==> config.mk <==
export PLATFORM = sky130hd
export DESIGN_NAME = pmw_top
export DESIGN_NICKNAME = d
export VERILOG_FILES = /design/src/inc/pmw_pkg.sv /design/src/inc/pmw_clk_if.sv /design/src/rtl/pmw_clk_gate.sv /design/src/rtl/pmw_top.sv /design/src/rtl/pmw_wake_edge.sv
export SDC_FILE = /design/constraint.sdc
export NUM_CORES = 1
export LEC_CHECK = 0
export BUFFER_PORTS_ARGS = -buffer_cell sky130_fd_sc_hd__buf_2
export CORE_MARGIN = 2
export CORE_UTILIZATION = 25
export CTS_BUF_LIST = sky130_fd_sc_hd__clkbuf_16
export DETAILED_ROUTE_END_ITERATION = 6
export SYNTH_ARGS = -nofsm -noshare
export SYNTH_HDL_FRONTEND = slang
export SYNTH_SLANG_ARGS = --single-unit
==> constraint.sdc <==
create_clock -name core_clk -period 3.4 [get_ports core_clk]
set_input_delay 0.51 -clock core_clk [delete_from_list [all_inputs] [get_ports core_clk]]
set_output_delay 0.51 -clock core_clk [all_outputs]
set_load 0.005 [all_outputs]
==> src/inc/pmw_pkg.sv <==
`default_nettype none
package pmw_pkg;

  // ------------------------------------------------------------------
  // Register map
  // ------------------------------------------------------------------
  localparam int unsigned ADDR_W            = 8;
  localparam int unsigned DATA_W            = 32;
  localparam logic [7:0]  OFF_POWER_CONTROL = 8'h00;
  localparam logic [7:0]  OFF_WAKE_ENABLE   = 8'h04;
  localparam logic [7:0]  OFF_WAKE_PENDING  = 8'h08;
  localparam logic [7:0]  OFF_CONFIG        = 8'h0C;
  localparam logic [7:0]  OFF_IRQ_STATUS    = 8'h10;
  localparam logic [7:0]  OFF_IRQ_MASK      = 8'h14;

  // ------------------------------------------------------------------
  // Field layout
  // ------------------------------------------------------------------
  localparam int unsigned PC_SLOW_BIT       = 0;
  localparam int unsigned PC_STOP_BIT       = 1;
  localparam int unsigned PC_SWB_BIT        = 2;
  localparam int unsigned CFG_OSC_OFF_BIT   = 0;
  localparam int unsigned CFG_OSC_RUN_BIT   = 1;

  // Wake sources, one bit each in enable and pending.
  localparam int unsigned WAKE_N            = 7;
  localparam int unsigned WK_REMOTE         = 0;
  localparam int unsigned WK_MAGIC          = 1;
  localparam int unsigned WK_FRAME          = 2;
  localparam int unsigned WK_PHY            = 3;
  localparam int unsigned WK_SEC_PHY        = 4;
  localparam int unsigned WK_SER_C          = 5;
  localparam int unsigned WK_RING           = 6;
  localparam logic [6:0]  WAKE_RISE_MASK    = 7'h1F;
  localparam logic [6:0]  WAKE_OSC_OFF_MASK = 7'h61;

  localparam int unsigned IRQ_N             = 3;
  localparam int unsigned IRQ_WAKE          = 0;
  localparam int unsigned IRQ_SWITCHBACK    = 1;
  localparam int unsigned IRQ_STOP_EXIT     = 2;

  // Configuration byte taken from the EEPROM at this offset.
  localparam logic [7:0]  CFG_EEPROM_OFFSET = 8'h01;
  localparam int unsigned CFG_FLAG_OSC_BIT  = 1;

  // ------------------------------------------------------------------
  // Clocking and vectors
  // ------------------------------------------------------------------
  localparam int unsigned SLOW_DIV          = 100;
  localparam int unsigned DIV_W             = 7;
  localparam logic [6:0]  SLOW_LAST         = 7'(SLOW_DIV - 1);
  localparam logic [23:0] RESET_VECTOR      = 24'h00_0000;
  localparam logic [23:0] WAKE_VECTOR       = 24'h00_005B;
  localparam logic [3:0]  WAKE_PRIO         = 4'hC;

  typedef enum logic [1:0] {
    PMW_FULL,
    PMW_SLOW,
    PMW_STOP
  } pmw_mode_t;

endpackage
`default_nettype wire

==> src/inc/pmw_clk_if.sv <==
`timescale 1ns/1ps
`default_nettype none
interface pmw_clk_if;
  pmw_pkg::pmw_mode_t mode;
  logic               sys_clk_en;

  modport ctrl (output mode, input sys_clk_en);
  modport gate (input mode, output sys_clk_en);
endinterface
`default_nettype wire

==> src/rtl/pmw_clk_gate.sv <==
`timescale 1ns/1ps
`default_nettype none
module pmw_clk_gate (
  input  wire logic core_clk, // Main clock.
  input  wire logic rst,      // Asynchronous reset, active high.
  pmw_clk_if.gate   cif       // Mode in, system clock enable out.
);
  typedef struct packed {
    logic [pmw_pkg::DIV_W-1:0] cnt;
    logic                      en;
  } pmw_gate_st_t;

  pmw_gate_st_t st;
  pmw_gate_st_t next_st;

  // The enable only ever changes at a clock edge from a flop, so the gated
  // clock sees whole pulses or none at every mode change.
  always_comb begin
    next_st = st;
    case (cif.mode)
      pmw_pkg::PMW_FULL: begin
        next_st.cnt = '0;
        next_st.en  = 1'b1;
      end
      pmw_pkg::PMW_SLOW: begin
        if (st.cnt == pmw_pkg::SLOW_LAST) begin
          next_st.cnt = '0;
          next_st.en  = 1'b1;
        end else begin
          next_st.cnt = st.cnt + 7'h1;
          next_st.en  = 1'b0;
        end
      end
      pmw_pkg::PMW_STOP: begin
        next_st.cnt = '0;
        next_st.en  = 1'b0;
      end
      default: begin
        next_st.cnt = '0;
        next_st.en  = 1'b1;
      end
    endcase
  end

  always_ff @(posedge core_clk or posedge rst) begin
    if (rst) begin
      st <= '{cnt: '0, en: 1'b1};
    end else begin
      st <= next_st;
    end
  end

  assign cif.sys_clk_en = st.en;
endmodule
`default_nettype wire

==> src/rtl/pmw_top.sv <==
// Function
// - In slow mode the system clock enable fires once every hundred cycles.
// - Software sets or clears slow mode with power control bit 0.
// - With switchback enabled, a qualifying event returns slow mode to full speed.
// - External irqs, serial start bits, transmit loads, watchdog reset trigger switchback.
// - Enabled wake sources also leave slow mode through the wake interrupt.
// - Stop mode gates the system clock off completely.
// - Software enters stop mode by setting power control bit 1.
// - In stop mode processing, timers and serial traffic are halted.
// - A configuration flag chooses whether oscillator and PLL stop in stop mode.
// - The CPU stalls on the stop write; software follows it with a no-op.
// - Oscillator off: only remote wake, third serial receive, ring indicator, reset wake.
// - Oscillator running: magic packet, wakeup frame, PHY link-up also wake.
// - Hardware reset ends stop mode and restarts the CPU at address zero.
// - Stop wake comes through the wake interrupt and re-enables the clock.
// - Clocked sources cannot wake the device from stop mode.
// - After stop wake the CPU fetches the waking vector, then resumes after stop.
// - The wake interrupt uses vector 0x5B at natural priority 12.
//
// Design decisions made here: the APB slave port and the address map.
`timescale 1ns/1ps
`default_nettype none
module pmw_top (
  input  wire logic        core_clk,           // Main clock, 100 MHz.
  input  wire logic        rst,                // Asynchronous reset, active high.
  input  wire logic [7:0]  paddr,              // APB address.
  input  wire logic        psel,               // APB select.
  input  wire logic        penable,            // APB enable.
  input  wire logic        pwrite,             // APB direction.
  input  wire logic [31:0] pwdata,             // APB write data.
  output logic             pready,             // APB ready.
  output logic [31:0]      prdata,             // APB read data.
  output logic             pslverr,            // APB error on unmapped address.
  output logic             irq,                // Level interrupt to the CPU.
  input  wire logic        ext_irq_a,          // External interrupt request A.
  input  wire logic        ext_irq_b,          // External interrupt request B.
  input  wire logic        serial_a_rx_pin,    // Serial port A receive pin.
  input  wire logic        serial_b_rx_pin,    // Serial port B receive pin.
  input  wire logic        tx_load_a,          // Serial A transmit buffer loaded.
  input  wire logic        tx_load_b,          // Serial B transmit buffer loaded.
  input  wire logic        wdt_reset,          // Watchdog reset pulse.
  input  wire logic        remote_wake_pin,    // Remote wake pin.
  input  wire logic        magic_packet,       // Magic packet seen.
  input  wire logic        wakeup_frame,       // Wakeup frame seen.
  input  wire logic        phy_link_up,        // Embedded PHY link up.
  input  wire logic        sec_phy_link_up,    // Secondary PHY link up.
  input  wire logic        serial_c_rx_pin,    // Third serial port receive pin.
  input  wire logic        ring_indicator_pin, // Third serial port ring indicator.
  input  wire logic        cfg_load,           // Configuration byte valid pulse.
  input  wire logic [7:0]  cfg_flags,          // Configuration flag byte.
  output logic             sys_clk_en,         // Gate enable for system logic clock.
  output logic             osc_pll_en,         // Oscillator and PLL run enable.
  output logic             cpu_stall,          // Holds the CPU pipeline.
  output logic             timers_halt,        // Stops all timers.
  output logic             serial_halt,        // Stops serial traffic.
  output logic             wake_interrupt,     // Wake interrupt request level.
  output logic [3:0]       wake_irq_prio,      // Natural priority of the wake interrupt.
  output logic [23:0]      cpu_vector_addr,    // Address the CPU fetches next.
  output logic             cpu_vector_load     // CPU loads cpu_vector_addr.
);

  // ------------------------------------------------------------------
  // State
  // ------------------------------------------------------------------
  typedef struct packed {
    logic                          slow;
    logic                          stop;
    logic                          switchback_enable;
    logic                          osc_off;
    logic [pmw_pkg::WAKE_N-1:0]    wake_en;
    logic [pmw_pkg::WAKE_N-1:0]    pending;
    logic [pmw_pkg::IRQ_N-1:0]     irq_st;
    logic [pmw_pkg::IRQ_N-1:0]     irq_mask;
    logic                          ack;
    logic [pmw_pkg::DATA_W-1:0]    rdata;
    logic [23:0]                   vec_addr;
    logic                          vec_load;
  } pmw_top_st_t;

  pmw_top_st_t                  st;
  pmw_top_st_t                  next_st;
  logic [pmw_pkg::WAKE_N-1:0]   wake_edge;
  logic [pmw_pkg::WAKE_N-1:0]   wake_raw;
  logic [pmw_pkg::WAKE_N-1:0]   wake_evt;
  logic [pmw_pkg::WAKE_N-1:0]   wake_set;
  logic [1:0]                   ser_pins;
  logic [1:0]                   ser_fall;
  logic                         sb_evt;
  logic                         sb_go;
  logic                         wake_sb;
  logic                         stop_exit;
  logic                         acc_en;
  logic                         wr_en;
  logic                         mapped;
  logic                         stop_wr;

  pmw_clk_if cif ();

  // ------------------------------------------------------------------
  // Edge detectors
  // ------------------------------------------------------------------
  assign wake_raw = {ring_indicator_pin, serial_c_rx_pin, sec_phy_link_up, phy_link_up,
                     wakeup_frame, magic_packet, remote_wake_pin};
  assign ser_pins = {serial_b_rx_pin, serial_a_rx_pin};

  for (genvar i = 0; i < pmw_pkg::WAKE_N; i++) begin : g_wake
    pmw_wake_edge #(
      .RISE (pmw_pkg::WAKE_RISE_MASK[i])
    ) u_edge (
      .core_clk (core_clk),
      .rst      (rst),
      .level    (wake_raw[i]),
      .pulse    (wake_edge[i])
    );
  end

  // Start bits on the two clocked serial ports are falling edges.
  for (genvar j = 0; j < 2; j++) begin : g_ser
    pmw_wake_edge #(
      .RISE (1'b0)
    ) u_edge (
      .core_clk (core_clk),
      .rst      (rst),
      .level    (ser_pins[j]),
      .pulse    (ser_fall[j])
    );
  end

  pmw_clk_gate u_gate (
    .core_clk (core_clk),
    .rst      (rst),
    .cif      (cif)
  );

  // ------------------------------------------------------------------
  // Event qualification
  // ------------------------------------------------------------------
  assign wake_evt = wake_edge & st.wake_en;
  // With the oscillator down only the pin-driven sources can still be seen.
  assign wake_set = (st.stop && st.osc_off) ? (wake_evt & pmw_pkg::WAKE_OSC_OFF_MASK)
                                            : wake_evt;
  assign sb_evt   = ext_irq_a | ext_irq_b | (|ser_fall) | tx_load_a | tx_load_b
                  | wdt_reset;
  // Clocked sources are never looked at while stopped.
  assign sb_go     = st.slow && !st.stop && st.switchback_enable && sb_evt;
  assign wake_sb   = st.slow && !st.stop && (|wake_set);
  assign stop_exit = st.stop && (|wake_set);

  // ------------------------------------------------------------------
  // APB slave
  // ------------------------------------------------------------------
  assign acc_en  = psel && penable && !st.ack;
  assign wr_en   = psel && penable && st.ack && pwrite;
  assign stop_wr = wr_en && (paddr == pmw_pkg::OFF_POWER_CONTROL)
                   && pwdata[pmw_pkg::PC_STOP_BIT];
  assign mapped  = (paddr == pmw_pkg::OFF_POWER_CONTROL) || (paddr == pmw_pkg::OFF_WAKE_ENABLE)
                || (paddr == pmw_pkg::OFF_WAKE_PENDING) || (paddr == pmw_pkg::OFF_CONFIG)
                || (paddr == pmw_pkg::OFF_IRQ_STATUS) || (paddr == pmw_pkg::OFF_IRQ_MASK);

  // ------------------------------------------------------------------
  // Next state
  // ------------------------------------------------------------------
  always_comb begin
    logic [pmw_pkg::DATA_W-1:0] rd_val;
    rd_val   = '0;
    next_st  = st;
    next_st.vec_load = 1'b0;
    next_st.ack      = acc_en;

    case (paddr)
      pmw_pkg::OFF_POWER_CONTROL: begin
        rd_val[pmw_pkg::PC_SLOW_BIT] = st.slow;
        rd_val[pmw_pkg::PC_STOP_BIT] = st.stop;
        rd_val[pmw_pkg::PC_SWB_BIT]  = st.switchback_enable;
      end
      pmw_pkg::OFF_WAKE_ENABLE: begin
        rd_val[pmw_pkg::WAKE_N-1:0] = st.wake_en;
      end
      pmw_pkg::OFF_WAKE_PENDING: begin
        rd_val[pmw_pkg::WAKE_N-1:0] = st.pending;
      end
      pmw_pkg::OFF_CONFIG: begin
        rd_val[pmw_pkg::CFG_OSC_OFF_BIT] = st.osc_off;
        rd_val[pmw_pkg::CFG_OSC_RUN_BIT] = osc_pll_en;
      end
      pmw_pkg::OFF_IRQ_STATUS: begin
        rd_val[pmw_pkg::IRQ_N-1:0] = st.irq_st;
      end
      pmw_pkg::OFF_IRQ_MASK: begin
        rd_val[pmw_pkg::IRQ_N-1:0] = st.irq_mask;
      end
      default: begin
        rd_val = '0;
      end
    endcase
    if (acc_en && !pwrite) begin
      next_st.rdata = rd_val;
    end

    if (cfg_load) begin
      next_st.osc_off = cfg_flags[pmw_pkg::CFG_FLAG_OSC_BIT];
    end

    if (wr_en) begin
      case (paddr)
        pmw_pkg::OFF_POWER_CONTROL: begin
          next_st.slow = pwdata[pmw_pkg::PC_SLOW_BIT];
          next_st.switchback_enable  = pwdata[pmw_pkg::PC_SWB_BIT];
          // Stop is only left through a wake or reset, never by writing zero.
          if (pwdata[pmw_pkg::PC_STOP_BIT]) begin
            next_st.stop = 1'b1;
          end
        end
        pmw_pkg::OFF_WAKE_ENABLE: begin
          next_st.wake_en = pwdata[pmw_pkg::WAKE_N-1:0];
        end
        pmw_pkg::OFF_WAKE_PENDING: begin
          next_st.pending = st.pending & ~pwdata[pmw_pkg::WAKE_N-1:0];
        end
        pmw_pkg::OFF_IRQ_STATUS: begin
          next_st.irq_st = st.irq_st & ~pwdata[pmw_pkg::IRQ_N-1:0];
        end
        pmw_pkg::OFF_IRQ_MASK: begin
          next_st.irq_mask = pwdata[pmw_pkg::IRQ_N-1:0];
        end
        default: begin
          next_st.slow = next_st.slow;
        end
      endcase
    end

    // Hardware events come last so that they win over a clearing write.
    next_st.pending = next_st.pending | wake_set;
    if (|wake_set) begin
      next_st.irq_st[pmw_pkg::IRQ_WAKE] = 1'b1;
    end
    if (sb_go || wake_sb) begin
      next_st.slow = 1'b0;
      next_st.irq_st[pmw_pkg::IRQ_SWITCHBACK] = 1'b1;
    end
    if (stop_exit) begin
      next_st.stop     = 1'b0;
      next_st.slow     = 1'b0;
      next_st.vec_addr = pmw_pkg::WAKE_VECTOR;
      next_st.vec_load = 1'b1;
      next_st.irq_st[pmw_pkg::IRQ_STOP_EXIT] = 1'b1;
    end
  end

  // Reset leaves stop and points the CPU at the reset vector.
  always_ff @(posedge core_clk or posedge rst) begin
    if (rst) begin
      st <= '{slow: 1'b0, stop: 1'b0, switchback_enable: 1'b0, osc_off: 1'b0, wake_en: '0, pending: '0,
              irq_st: '0, irq_mask: '0, ack: 1'b0, rdata: '0,
              vec_addr: pmw_pkg::RESET_VECTOR, vec_load: 1'b1};
    end else begin
      st <= next_st;
    end
  end

  // ------------------------------------------------------------------
  // Outputs
  // ------------------------------------------------------------------
  assign cif.mode        = st.stop ? pmw_pkg::PMW_STOP
                         : (st.slow ? pmw_pkg::PMW_SLOW : pmw_pkg::PMW_FULL);
  assign sys_clk_en      = cif.sys_clk_en;
  assign osc_pll_en      = !(st.stop && st.osc_off);
  // The stall starts in the cycle the stop write completes, so the
  // instruction after it never issues before the clock is gated.
  assign cpu_stall       = st.stop || stop_wr;
  assign timers_halt     = st.stop;
  assign serial_halt     = st.stop;
  assign wake_interrupt  = |st.pending;
  assign wake_irq_prio   = pmw_pkg::WAKE_PRIO;
  assign cpu_vector_addr = st.vec_addr;
  assign cpu_vector_load = st.vec_load;
  assign irq             = |(st.irq_st & st.irq_mask);
  assign pready          = st.ack;
  assign prdata          = st.rdata;
  assign pslverr         = st.ack && !mapped;
endmodule
`default_nettype wire

==> src/rtl/pmw_wake_edge.sv <==
`timescale 1ns/1ps
`default_nettype none
module pmw_wake_edge #(
  parameter bit RISE = 1'b1
) (
  input  wire logic core_clk, // Main clock.
  input  wire logic rst,      // Asynchronous reset, active high.
  input  wire logic level,    // Watched input.
  output logic      pulse     // One cycle on the chosen edge.
);
  typedef struct packed {
    logic armed;
    logic prev;
    logic pulse;
  } pmw_edge_st_t;

  pmw_edge_st_t st;
  pmw_edge_st_t next_st;

  always_comb begin
    next_st       = st;
    next_st.armed = 1'b1;
    next_st.prev  = level;
    next_st.pulse = st.armed & (RISE ? (level & ~st.prev) : (~level & st.prev));
  end

  // The first cycle after reset only takes in the level, so that a pin
  // already active at reset release does not count as an edge.
  always_ff @(posedge core_clk or posedge rst) begin
    if (rst) begin
      st <= '{armed: 1'b0, prev: ~RISE, pulse: 1'b0};
    end else begin
      st <= next_st;
    end
  end

  assign pulse = st.pulse;
endmodule
`default_nettype wire

Word level (Yosys, flattened, before mapping)
Cells that the tools add are included.

Register bits: 61. Output and inout port bits: 70. Logic and storage cells: 154.

Add/sub/neg operators: 1. Eq/ne operators: 8. Multiplexer cells: 22. Bitwise logic cells: 39. Reductions and logical operators: 49.

Operators with widths (count): bitwise AND 1 bit (18); == test 8 x 4 -> 1 bit, second input constant (2); == test 8 x 5 -> 1 bit, second input constant (2); one-hot mux 8 bit (2 select lines) (1); nonzero test 2 bit (8); bitwise AND 7 bit (2); logical AND 1 bit (14); AND reduction 2 bit (7); OR reduction 7 bit (2); two-way mux 13 bit (1); one-hot mux 2 bit (6 select lines) (1); two-way mux 3 bit (3); NOT 1 bit (9); == test 8 x 3 -> 1 bit, second input constant (1); logical NOT 8 bit (1); two-way mux 1 bit (8); two-way mux 8 bit (1); one-hot mux 4 bit (2 select lines) (1); adder 7 x 1 -> 7 bit, second input constant (1); == test 7 bit, second input constant (1); logical OR 1 bit (7); two-way mux 7 bit (1); NOT 7 bit (1); OR 7 bit (1); 13 further kinds (25).

Longest topological paths before layout
Depth after elaboration: 9. Gate-level depth with buffers: 5. Mapped depth without buffers: 5.

Modules after synthesis
From an unflattened synthesis, not the netlist that was laid out.

Cells, all modules: 308. Area, all modules: 3417.0 sq um.

Modules (own cells, without submodules): pmw_top (instances 1, cells each 212, area each 2155.8 sq um, seq. area each 852.1 sq um); pmw_wake_edge at g_wake[0].u_edge ... (instances 5, cells each 6, area each 91.3 sq um, seq. area each 75.1 sq um); pmw_clk_gate (instances 1, cells each 42, area each 434.2 sq um, seq. area each 201.4 sq um); pmw_wake_edge at g_ser[0].u_edge ... (instances 4, cells each 6, area each 92.6 sq um, seq. area each 76.3 sq um).

Worst setup path after synthesis
No wires, ideal clock.

Path kind: input port to output port. Start point: in paddr[0]. End point: out cpu_stall. Data arrival time: 1673 ps. Data required time: 2890 ps. Slack: 1217 ps. Cell stages on the path: 4. Path buffers: 1. Cells stage by stage: or4_1 buf_6 nor4_4 a21o_1.

Cells in the longest elaborated chain, start to end: 4.

Ends and longest elaborated chain: from (decl) (line pmw_top.sv:26) `input wire logic [7:0] paddr,`; logical NOT 8 bit (line pmw_top.sv:154) `assign stop_wr = wr_en && (paddr == pmw_pkg::OFF_POWER_CONTROL)`; logical AND 1 bit (line pmw_top.sv:154); logical AND 1 bit (line pmw_top.sv:155) `&& pwdata[pmw_pkg::PC_STOP_BIT];`; logical OR 1 bit (line pmw_top.sv:270) `assign cpu_stall = st.stop || stop_wr;`; to (decl) (line pmw_top.sv:53) `output logic cpu_stall,`.

No other way between the ends.

Worst setup path in the final report
Ends and elaborated chain as after synthesis.

==> reports/results.ini <==
[global_routing]
grt_pass1_vias = 2022
grt_max_degree = 41
grt_pass1_wl_um = 10200
overflow = 0
antenna_found_initial = 0
track_usage = 0.0998

[layout]
seqCellArea_mm2 = 0.00153
syn_to_final_growth_pct = 14.1
multiInputGateArea_mm2 = 0.00123
nNetsFinal = 389
antennaDiodeCount = 0
fillers = 1256
drive_above_1_share = 0.315

[power]
p_leak_nw = 1.78
powerDensity_mw_per_mm2 = 468
ir_drop_mv = 0.324

[timing]
relSlewSlack = 0.448
finalHoldWorstSlack_ps = 290
rsz0062_at_grt = false
finClkSkew_ps = 8.40
worstMarginPinSlew_ps = 827
max_freq_ghz = 0.382
slew_viol_final = 0
period_minus_slack_ps = 2620
finalSetupViolations = 0
timing.final.crit_share = 0.771
fin_setup_tns_ps = 0
finalHoldViolations = 0

[outcome]
status = complete, no violations

[clock_tree]
cts_tree = done
cts_root_buffer = clkbuf_16
cts.sink_count = 61
cts_buffers = 9
cts.repair.resized = 0
clock_latency_ps = 330
post_cts_buffers = 0
htreeDepth = 3
clockBufferDepth = 2
clk_pin_slew_worst_paths_ps = 50
ctsHoldBuffers = 0

[worst_setup_path]
path_max_fanout = 7
r2r_slack_ps = 1520
crit_family = simple AND/OR/NAND/NOR gates
max_stage_delay_ps = 760
critical_path.cell_chain = buf_2, or4_1, nor4_4, a21o_1, buf_2
r2r-end = st[77]
crit_type = primary input to output port
rr_worst_depth = 4
slowest_stage = or4_1
required_ps = 2890
crit_buf_inv = 2
cp.arrival_ps = 2110
reg2reg_from = pready
start_kind = primary input
cpMostUsedCell = buf_2
critPathCaptureType = output port

[yosys]
synthArstFlopShare = 1.00
yosysUniqueCellTypes = 51
synth_xor_area_frac = 0.0142
synth_edf_count = 0
ys_top_cells_by_area = dfrtp_1, buf_4, dfstp_2
yosysTopAreaCell = dfrtp_1
synth_top_family_by_area = buffers and inverters
yosys.area_share.simple = 0.160
synth_common_cells = buf_4, dfrtp_1, nand2_1
yosysMostFrequentCell = buf_4
ys_ff_latch = 61
synth_compound_area_frac = 0.0831
synth_flop_cell = dfrtp_1
synth_top_area_share = 0.446
syn_avg_cell_area_um2 = 11.4
ys_seq_area_frac = 0.497
synthMuxAreaShare = 0.0766
synth-adder-area-share = 0.00405
yosysWarnings = 0
synthCells = 270
netlist_area_mm2 = 0.00309

[floorplan]
fp.dieH_um = 115
die_w_um = 115
fp.dieArea_mm2 = 0.0133
ios = 138
start_util = 0.257
num_rows = 40
coreArea_mm2 = 0.0120

[drt]
vias_per_cell = 4.35
wl_per_cell_um = 13.2
first_pass_iters = 4
drc = 0
route.vias.total = 2048
drt_iter0_markers = 164
drt-total-wl_um = 6200
ant_nets = 0

[place]
dp_hpwl_um = 4700
place.gp.congestion = 0.824
portBuffers = 57

[hold_path]
min_path_type = primary input to register
holdPathStages = 1
hold_end = g_wake[6].u_edge.st[1]
hold_start = ring_indicator_pin

[flow_run]
maxCapViolations = 0

## worst max-delay path by stage
stage | to | depth (start not counted) | slack (ps) | from
5_1_grt | cpu_stall | 5 | 680 | paddr[0]
3_5_place_dp | cpu_stall | 5 | 740 | paddr[0]
2_1_floorplan | cpu_stall | 4 | 1220 | paddr[0]
3_3_place_gp | cpu_stall | 5 | 740 | paddr[0]
4_1_cts | cpu_stall | 5 | 740 | paddr[0]
6_report | cpu_stall | 5 | 780 | paddr[0]
## power by group
part           internal [W]  leakage (nW)  switching [W]
Sequential         0.000744         0.809     0.00000992
Clock              0.000487         0.129       0.000318
Combinational     0.0000322         0.841      0.0000578
## state kept, by name, summed over array words and instances, names as in the netlist
register	flops
u_gate.cif.sys_clk_en	1
pready	1
g_ser.u_edge.pulse	2
prdata	7
u_gate.st	7
st	23
serial_halt	1
cpu_vector_load	1
g_ser.u_edge.st	3
g_wake.u_edge.st	7
cpu_vector_addr	1
g_wake.u_edge.pulse	7
## layout make-up
| cell class | instances | area share |
|---|---|---|
| clock buffers | 9 | 0.0639 |
| flip-flops and latches | 61 | 0.435 |
| clock inverters | 6 | 0.0117 |
| repair buffers | 58 | 0.0831 |
| inverters | 5 | 0.00533 |
| multi-input cells | 185 | 0.348 |
| well taps | 147 | 0.0522 |
## through the flow
step | total power [W] | utilization | worst slack, ps | area [um2] | instances
6_report | 0.00165 | 0.293 | 779 | 3520 | 471
5_1_grt | 0.00172 | 0.293 | 678 | 3520 | 471
4_1_cts | 0.00167 | 0.293 | 745 | 3520 | 471
3_5_place_dp | 0.000856 | 0.271 | 744 | 3260 | 456
3_3_place_gp | 0.000854 | 0.271 | 740 | 3260 | 456
2_1_floorplan | 0.000853 | - | 1220 | 3260 | 317
## layout by cell type (no fill, tap or decap), types with 4 or more instances in the layout
master	count
nor2b_1	4
nand3_1	4
nor3_1	4
nor2_1	11
dfrtp_1	55
mux2_2	11
a32o_1	4
conb_1	49
dfstp_2	6
clkbuf_16	9
and3b_1	8
nand2_1	27
buf_2	57
inv_1	5
a32oi_1	4
## routing by layer
layer / up-vias / track usage / share of wire
met5: - / 0 / 0
met4: 0 / 0.0394 / 0.014
met3: 9 / 0.0316 / 0.059
met2: 95 / 0.169 / 0.50
met1: 1003 / 0.118 / 0.42
li1: 941 / - / -
## logic make-up (layout without fill, tap and decap cells)
group / Yosys count / after routing
other: 2 / 49
buffers and inverters: 71 / 78
adder cells (fa/ha/maj): 1 / 1
AND/OR/NAND/NOR: 80 / 80
flip-flops: 61 / 61
AO/OA/AOI/OAI: 32 / 32
multiplexers: 18 / 18
XOR/XNOR: 5 / 5
(Power assumes the default switching activity.)
